## config.mk

```make
export PLATFORM = sky130hd
export DESIGN_NAME = flag_reset_entry
export DESIGN_NICKNAME = d
export VERILOG_FILES = /design/src/logic/flag_reset_pkg.sv /design/src/logic/flag_reset_entry.sv
export SDC_FILE = /design/constraint.sdc
export NUM_CORES = 1
export LEC_CHECK = 0
export BUFFER_PORTS_ARGS = -buffer_cell sky130_fd_sc_hd__buf_4
export CAP_MARGIN = 5
export CORE_ASPECT_RATIO = 1.75
export CORE_MARGIN = 2
export CORE_UTILIZATION = 27
export DETAILED_ROUTE_END_ITERATION = 10
export PLACE_DENSITY = 0.53
export SKIP_LAST_GASP = 1
export SYNTH_ARGS = -nofsm -noshare
export SYNTH_HDL_FRONTEND = slang
export SYNTH_SLANG_ARGS = --single-unit
```

## constraint.sdc

```tcl
create_clock -name ref_clk -period 2.03 [get_ports ref_clk]
set_input_delay 0 -clock ref_clk [delete_from_list [all_inputs] [get_ports ref_clk]]
set_output_delay 0 -clock ref_clk [all_outputs]
set_load 0.02 [all_outputs]
```

## src/logic/flag_reset_pkg.sv

```systemverilog
package flag_reset_pkg;

   // ------------------------------------------------------------
   // Reset entry and flag constants
   // ------------------------------------------------------------
   localparam logic [23:0] RESET_VECTOR_ADDR = 24'hffff00;
   localparam logic [23:0] BOOTLOADER_ADDR   = 24'hff0000; // Plain default, parameter-like
   localparam int          FLAG_STATUS_BIT   = 13;
   localparam logic        FLAG_RESET_VAL    = 1'h0;
   localparam logic [15:0] STATUS_ONE_RESET  = 16'h0000;

   // ------------------------------------------------------------
   // Test access port states (IEEE 1149.1)
   // ------------------------------------------------------------
   typedef enum logic [3:0] {
      TAP_RESET      = 4'h0,
      TAP_IDLE       = 4'h1,
      TAP_SEL_DR     = 4'h2,
      TAP_CAP_DR     = 4'h3,
      TAP_SHIFT_DR   = 4'h4,
      TAP_EXIT1_DR   = 4'h5,
      TAP_PAUSE_DR   = 4'h6,
      TAP_EXIT2_DR   = 4'h7,
      TAP_UPDATE_DR  = 4'h8,
      TAP_SEL_IR     = 4'h9,
      TAP_CAP_IR     = 4'ha,
      TAP_SHIFT_IR   = 4'hb,
      TAP_EXIT1_IR   = 4'hc,
      TAP_PAUSE_IR   = 4'hd,
      TAP_EXIT2_IR   = 4'he,
      TAP_UPDATE_IR  = 4'hf
   } tap_state_t;

   // Core-side request to the flag: instruction strobes and status write
   typedef struct packed {
      logic        set_instr;
      logic        clear_instr;
      logic        status_wr;
      logic [15:0] status_wdata;
   } flag_req_t;

   // Reset-entry outputs toward the core
   typedef struct packed {
      logic        run;
      logic        pc_load;
      logic [23:0] pc_value;
   } core_ctl_t;

endpackage : flag_reset_pkg

```

## src/logic/flag_reset_entry.sv

```systemverilog
module flag_reset_entry
(
   input  wire logic                   ref_clk,
   input  wire logic                   rst,
   input  wire logic                   reset_n_pin,
   input  wire flag_reset_pkg::flag_req_t flag_req,
   input  wire logic                   pull_disable_wr,
   input  wire logic                   pull_disable_wdata,
   input  wire logic                   test_clk,
   input  wire logic                   test_mode_sel,
   input  wire logic                   boundary_scan_active,
   output logic                        ext_flag_out,
   output logic                        ext_flag_oe,
   output logic [15:0]                 cpu_status_reg_one,
   output logic                        internal_pullup,
   output flag_reset_pkg::core_ctl_t   core_ctl,
   output flag_reset_pkg::tap_state_t  tap_state
);

   // ------------------------------------------------------------
   // Reset pin decode
   // ------------------------------------------------------------
   // The reset pin is active low and sampled synchronously; it joins the block reset.
   logic in_reset;
   assign in_reset = rst | ~reset_n_pin;

   // ------------------------------------------------------------
   // Flag and status register one
   // ------------------------------------------------------------
   logic [15:0] status_q;
   logic [15:0] status_d;
   logic        flag_q;
   logic        flag_d;
   logic        from_status;
   assign from_status = flag_req.status_wdata[flag_reset_pkg::FLAG_STATUS_BIT];

   // Instruction strobes win over a status write in the same cycle; set beats clear
   always_comb
   begin
      status_d = status_q;
      flag_d   = flag_q;
      if (flag_req.status_wr)
      begin
         status_d = flag_req.status_wdata;
         flag_d   = from_status;
      end
      if (flag_req.clear_instr)
         flag_d = 1'h0;
      if (flag_req.set_instr)
         flag_d = 1'h1;
      status_d[flag_reset_pkg::FLAG_STATUS_BIT] = flag_d;
   end

   always_ff @(posedge ref_clk)
   begin
      if (in_reset)
      begin
         status_q <= flag_reset_pkg::STATUS_ONE_RESET;
         flag_q   <= flag_reset_pkg::FLAG_RESET_VAL;
      end
      else
      begin
         status_q <= status_d;
         flag_q   <= flag_d;
      end
   end

   // Output enable drops only while a boundary scan runs
   always_ff @(posedge ref_clk)
   begin
      if (rst)
      begin
         ext_flag_out       <= flag_reset_pkg::FLAG_RESET_VAL;
         ext_flag_oe        <= 1'h1;
         cpu_status_reg_one <= flag_reset_pkg::STATUS_ONE_RESET;
      end
      else
      begin
         ext_flag_out       <= flag_d & ~in_reset;
         ext_flag_oe        <= ~boundary_scan_active;
         cpu_status_reg_one <= in_reset ? flag_reset_pkg::STATUS_ONE_RESET : status_d;
      end
   end

   // ------------------------------------------------------------
   // Reset pin pull-up control
   // ------------------------------------------------------------
   // The disable bit survives the pin reset so software setting persists; the pin
   // reset still forces the pull-up on so a floating line cannot release the core.
   logic pull_dis_q;
   logic pull_dis_d;
   assign pull_dis_d = (pull_disable_wr && !in_reset) ? pull_disable_wdata : pull_dis_q;

   always_ff @(posedge ref_clk)
   begin
      if (rst)
         pull_dis_q <= 1'h0;
      else
         pull_dis_q <= pull_dis_d;
   end

   // Next value is used so a write shows on the pin one edge later, like the flag
   always_ff @(posedge ref_clk)
   begin
      if (rst)
         internal_pullup <= 1'h1;
      else
         internal_pullup <= in_reset | ~pull_dis_d;
   end

   // ------------------------------------------------------------
   // Reset entry sequencing
   // ------------------------------------------------------------
   typedef enum logic [1:0] {
      ENTRY_HOLD  = 2'h0,
      ENTRY_FETCH = 2'h1,
      ENTRY_RUN   = 2'h2
   } entry_state_t;

   entry_state_t entry_q;
   entry_state_t entry_d;

   always_comb
   begin
      unique case (entry_q)
         ENTRY_HOLD:  entry_d = ENTRY_FETCH;
         ENTRY_FETCH: entry_d = ENTRY_RUN;
         ENTRY_RUN:   entry_d = ENTRY_RUN;
         default:     entry_d = ENTRY_HOLD;
      endcase
   end

   always_ff @(posedge ref_clk)
   begin
      if (in_reset)
         entry_q <= ENTRY_HOLD;
      else
         entry_q <= entry_d;
   end

   // PC holds the vector during reset, fetches it on release, then jumps to boot code
   always_ff @(posedge ref_clk)
   begin
      if (in_reset)
      begin
         core_ctl.run      <= 1'h0;
         core_ctl.pc_load  <= 1'h1;
         core_ctl.pc_value <= flag_reset_pkg::RESET_VECTOR_ADDR;
      end
      else
      begin
         core_ctl.run      <= (entry_d == ENTRY_RUN);
         core_ctl.pc_load  <= (entry_d != ENTRY_RUN);
         core_ctl.pc_value <= (entry_d == ENTRY_RUN) ? flag_reset_pkg::BOOTLOADER_ADDR
                                                     : flag_reset_pkg::RESET_VECTOR_ADDR;
      end
   end

   // ------------------------------------------------------------
   // Test access port state machine
   // ------------------------------------------------------------
   // Test clock is treated as a synchronous input; its rising edge is detected here.
   logic tck_q;
   logic tck_rise;
   assign tck_rise = test_clk & ~tck_q;

   flag_reset_pkg::tap_state_t tap_d;
   always_comb
   begin
      unique case (tap_state)
         flag_reset_pkg::TAP_RESET:     tap_d = test_mode_sel ? flag_reset_pkg::TAP_RESET
                                                              : flag_reset_pkg::TAP_IDLE;
         flag_reset_pkg::TAP_IDLE:      tap_d = test_mode_sel ? flag_reset_pkg::TAP_SEL_DR
                                                              : flag_reset_pkg::TAP_IDLE;
         flag_reset_pkg::TAP_SEL_DR:    tap_d = test_mode_sel ? flag_reset_pkg::TAP_SEL_IR
                                                              : flag_reset_pkg::TAP_CAP_DR;
         flag_reset_pkg::TAP_CAP_DR:    tap_d = test_mode_sel ? flag_reset_pkg::TAP_EXIT1_DR
                                                              : flag_reset_pkg::TAP_SHIFT_DR;
         flag_reset_pkg::TAP_SHIFT_DR:  tap_d = test_mode_sel ? flag_reset_pkg::TAP_EXIT1_DR
                                                              : flag_reset_pkg::TAP_SHIFT_DR;
         flag_reset_pkg::TAP_EXIT1_DR:  tap_d = test_mode_sel ? flag_reset_pkg::TAP_UPDATE_DR
                                                              : flag_reset_pkg::TAP_PAUSE_DR;
         flag_reset_pkg::TAP_PAUSE_DR:  tap_d = test_mode_sel ? flag_reset_pkg::TAP_EXIT2_DR
                                                              : flag_reset_pkg::TAP_PAUSE_DR;
         flag_reset_pkg::TAP_EXIT2_DR:  tap_d = test_mode_sel ? flag_reset_pkg::TAP_UPDATE_DR
                                                              : flag_reset_pkg::TAP_SHIFT_DR;
         flag_reset_pkg::TAP_UPDATE_DR: tap_d = test_mode_sel ? flag_reset_pkg::TAP_SEL_DR
                                                              : flag_reset_pkg::TAP_IDLE;
         flag_reset_pkg::TAP_SEL_IR:    tap_d = test_mode_sel ? flag_reset_pkg::TAP_RESET
                                                              : flag_reset_pkg::TAP_CAP_IR;
         flag_reset_pkg::TAP_CAP_IR:    tap_d = test_mode_sel ? flag_reset_pkg::TAP_EXIT1_IR
                                                              : flag_reset_pkg::TAP_SHIFT_IR;
         flag_reset_pkg::TAP_SHIFT_IR:  tap_d = test_mode_sel ? flag_reset_pkg::TAP_EXIT1_IR
                                                              : flag_reset_pkg::TAP_SHIFT_IR;
         flag_reset_pkg::TAP_EXIT1_IR:  tap_d = test_mode_sel ? flag_reset_pkg::TAP_UPDATE_IR
                                                              : flag_reset_pkg::TAP_PAUSE_IR;
         flag_reset_pkg::TAP_PAUSE_IR:  tap_d = test_mode_sel ? flag_reset_pkg::TAP_EXIT2_IR
                                                              : flag_reset_pkg::TAP_PAUSE_IR;
         flag_reset_pkg::TAP_EXIT2_IR:  tap_d = test_mode_sel ? flag_reset_pkg::TAP_UPDATE_IR
                                                              : flag_reset_pkg::TAP_SHIFT_IR;
         flag_reset_pkg::TAP_UPDATE_IR: tap_d = test_mode_sel ? flag_reset_pkg::TAP_SEL_DR
                                                              : flag_reset_pkg::TAP_IDLE;
      endcase
   end

   always_ff @(posedge ref_clk)
   begin
      if (rst)
      begin
         tck_q     <= 1'h0;
         tap_state <= flag_reset_pkg::TAP_RESET;
      end
      else
      begin
         tck_q <= test_clk;
         if (tck_rise)
            tap_state <= tap_d;
      end
   end

endmodule : flag_reset_entry

```

Word-level counts from Yosys, hierarchy flattened. Index checks and enable logic that the tools add are counted.

$add $sub $neg: 0. Multipliers: 0. Div/mod/pow operators: 0. Order comparisons: 0. Equality and inequality tests: 19. Shift-type cells: 0. Muxes and demuxes: 21. Bitwise gates (word level): 9. Reductions and logical operators: 8.

Operator list (count): 16-bit 2-to-1 mux (3); 4-bit one-hot mux with 12 select lines (1); 4-bit == test (second input constant) (8); 4-bit by 3-bit == test with 1-bit output (second input constant) (4); 4-bit 2-to-1 mux (4); 4-bit by 2-bit == test with 1-bit output (second input constant) (2); 1-bit 2-to-1 mux (7); 2-bit 2-to-1 mux (3); 3-bit 2-to-1 mux (2); 2-bit OR reduction (3); 1-bit inverter (5); 2-bit == test (second input constant) (2); 4-bit by 1-bit == test with 1-bit output (second input constant) (1); 4-bit logical NOT (1); 2-bit one-hot mux with 2 select lines (1); 3-bit OR reduction (1); 1-bit bitwise AND (2); 2-bit by 1-bit == test with 1-bit output (second input constant) (1); 2-bit logical NOT (1); 2-bit inequality test (second input constant) (1); 1-bit OR (2); 1-bit logical AND (1); 1-bit logical NOT (1).

Register bits after elaboration: 70. Latch bits: 0. Memory bits (writable): 0. Bits in read-only memories: 0. Input port bits: 27. Word-level logic and storage cells: 70. Memories: 0.

Depth between registers and ports, before layout.
Depth in word-level cells: 7. Gate-level depth with buffers: 5. Mapped depth without buffers: 4.

Worst setup path after synthesis. No wires, ideal clock.

Kind: reg-to-reg. Start: register tap_state[2]. End: register tap_state[3]. Data arrival time: 1.293 ns. Data required time: 1.951 ns. Slack: 0.658 ns. Cell stages (with the launch flop): 6. Buffers on the path: 1. Clock period less this slack: 1.372 ns. Cell sequence: dfxtp_1 buf_6 mux2i_1 a221oi_2 mux2i_1 a211oi_2.

Cells in the longest elaborated chain, start to end: 3. Elaborated cells between the ends (all ways): 20. Those cells by class: eq/ne (15); mux (1); reduce/logical (4).

RTL lines: start, declared (RTL line flag_reset_entry.sv:17) `output flag_reset_pkg::tap_state_t tap_state`; start signal, assigned (RTL line flag_reset_entry.sv:211) `tap_state <= flag_reset_pkg::TAP_RESET;`; start signal, assigned (RTL line flag_reset_entry.sv:217) `tap_state <= tap_d;`; 4-bit == test (tied with other cells) (RTL line flag_reset_entry.sv:170) `unique case (tap_state)`; 3-bit OR reduction (no source line) / 2-bit OR reduction (equally long branches); 4-bit one-hot mux with 12 select lines (*) (RTL line flag_reset_entry.sv:170).

Every way passes the cells marked *; elsewhere a longest branch is shown, timed or not. A chain may end at the register's enable or synchronous reset.

Worst setup path in the final report.
Start: register tap_state[3]. End: register tap_state[1].

The elaborated chain is that of the path after synthesis.

==> impl_metrics.toml <==
[global_routing]
grt_use_total_pct = 8.970
antenna_found_initial = 0
grt_max_degree = 33
grt_pass1_wl_um = 5126
grt_pass1_vias = 1181
grt_overflow = 0

[placed_design]
post-place-cells = 303
pre_cts_slack_ps = 513.8
port_buffers = 59
place_hpwl_um = 2202
place.gp.congestion = 0.6189
dpl_cell_area_um2 = 2105

[yosys]
yosysWarnings = 0
synthCells = 185
synth_ff_type = "dfxtp_1"
yosysSeqAreaShare_pct = 48.28
synth_enable_flop_cells = 0
synth-seq-cells = 43
avgSynthCellArea_um2 = 9.638
netlist_area_um2 = 1783
synth_top_cells_by_area = "dfxtp_1 (48%), buf_4 (11%), mux2i_1 (11%)"
synthArstFlopShare_pct = 0
post-synth-top-count-cell = "dfxtp_1"
synth_top_cell_by_area = "dfxtp_1"
yosys.area.top_type_share_pct = 48.28
synth_commonest_cells = "dfxtp_1 (43), nor2_1 (36), buf_4 (26)"
ys_types = 37

[critical_path]
crit_slowest_cell = "dfxtp_1"
crit_path_start_kind = "flop"
criticalPathCategory = "reg -> reg"
crit_fanout = 15
cp_slowest_stage_delay_ps = 590
crit_chain = "or3b_1, o311ai_1, o21ai_1, a311oi_1"
endpoint_kind = "flop"
r2r_cells = 4
cp.arrival_ps = 1700
required_ps = 2210

[sta]
layout_setup_ws_ps = 512.5
post-route-min-period_ps = 1518
worstMarginPinSlew_ps = 606.1
max_freq_ghz = 0.6590
fin_crit_sh_pct = 74.75
slew_headroom_pct = 59.51
setup_tns_ps = 0
clock_skew_ps = 0.9100
setup_violations = 0
slew_viol_final = 0
final_hold_viol_count = 0
rsz0062_at_grt = "false"
timing.hold.ws_ps = 22.57

[route]
drt_wl_total_um = 3284
drt-initial-drc-count = 61
drtPass1Iterations = 4
viasPerCell = 4.030
vias = 1338
detail_route.wl_per_cell_um = 9.892
drc_errors = 0
ant_nets = 0

[floorplanning]
die_w_um = 65.43
rows = 39
core_area_um2 = 6441
die_height_um = 111.5
dieArea_um2 = 7295
io_pins = 76
start_util_pct = 27.68

[clock_tree]
clock_path_buffers = 2
cts_tree = "yes"
ctsResizeCount = 0
cts_sinks = 43
cts_hold_buf = 21
clock-root-buffer = "clkbuf_16"
numCtsBuffers = 5
clk_latency_ps = 270
clk_pin_slew_ps = 60
htree_levels = 2
post-cts-setup-buffer-count = 0

[layout]
fin_cells = 332
syn_to_final_growth_pct = 37.75
nets = 277
fin_util_pct = 38.13
diodes = 0
final_area_um2 = 2456
drive_gt1_share_pct = 28.80

[power_and_ir_drop]
max-vdd-ir-drop_mv = 0.2929
power.density_nw_per_um2 = 778.2
cellLeakagePower_nw = 1.115
p_total_mw = 1.911

[worst_hold_path]
hp-class = "in -> reg"
hold_depth = 3

[run_status]
status = "completed"

[run]
max_cap_viol_count = 0
cell usage in the layout (no fill, tap or decap), types with 2 or more instances in the layout:
cell type	netlist	routed
a211oi_1	2	2
a21oi_1	4	4
and2b_2	2	2
buf_4	26	60
clkbuf_16	0	5
conb_1	2	16
dfxtp_1	43	43
dlygate4sd3_1	0	21
inv_1	6	6
mux2i_1	19	19
nand2_1	5	5
nand2b_1	2	2
nand3_1	3	3
nor2_1	36	36
nor2b_1	4	4
o21ai_0	3	3
cell families after synthesis:
logic type | Yosys count | synth area share, %
compound gates | 18 | 7.508
xor+xnor | 1 | 0.4913
fa+ha+maj | 1 | 0.7016
buf+inv | 44 | 17.19
flops | 43 | 48.28
mux | 20 | 11.30
other cells | 2 | 0.4212
simple gates | 56 | 14.11
critical path, delay by kind of cell, from the launching register on:
family	cells	cell delay [ps]
compound gates	3	450
simple gates	1	390
flops	1	590
worst paths after layout:
path	from	slack (ps)	endpoint
worst max-delay path	tap_state[3]$_SDFFE_PP0P_	510	tap_state[1]$_SDFFE_PP0P_
worst min-delay path	pull_disable_wdata	20	internal_pullup$_SDFF_PP1_
worst max register to register	tap_state[3]$_SDFFE_PP0P_	510	tap_state[1]$_SDFFE_PP0P_
worst min register to register	status_q[9]$_DFF_P_	480	cpu_status_reg_one[9]$_SDFF_PP0_
layer usage:
metal  global-route usage [%]  routed length (µm)  vias up
met5                        0                   0        -
met1                    9.314                1339      605
li1                         -                   -      682
met2                    15.85                1668       47
met3                    2.626                 218        4
met4                    4.583                  56        0
report_power, final:
part	leakage, nW	switching [mW]	internal, mW
clock	0.0669	0.308	0.453
combinational	0.697	0.133	0.125
sequential	0.351	0.0178	0.875
area by class of cell:
cell class,count,area [µm²]
Inverter,6,22.52
Clock buffer,6,128.9
Clock inverter,2,12.51
Multi-Input combinational cell,112,668.1
Timing Repair Buffer,81,660.6
Sequential cell,43,860.8
Tap cell,82,102.6
Fill cell,699,3985
registers in the layout (all words and copies together), names as in the netlist, 2 cells and up:
signal and flops:
entry_q 2, cpu_status_reg_one 15, tap_state 4, status_q 15
No activity file was read; power rests on OpenSTA's default activity.
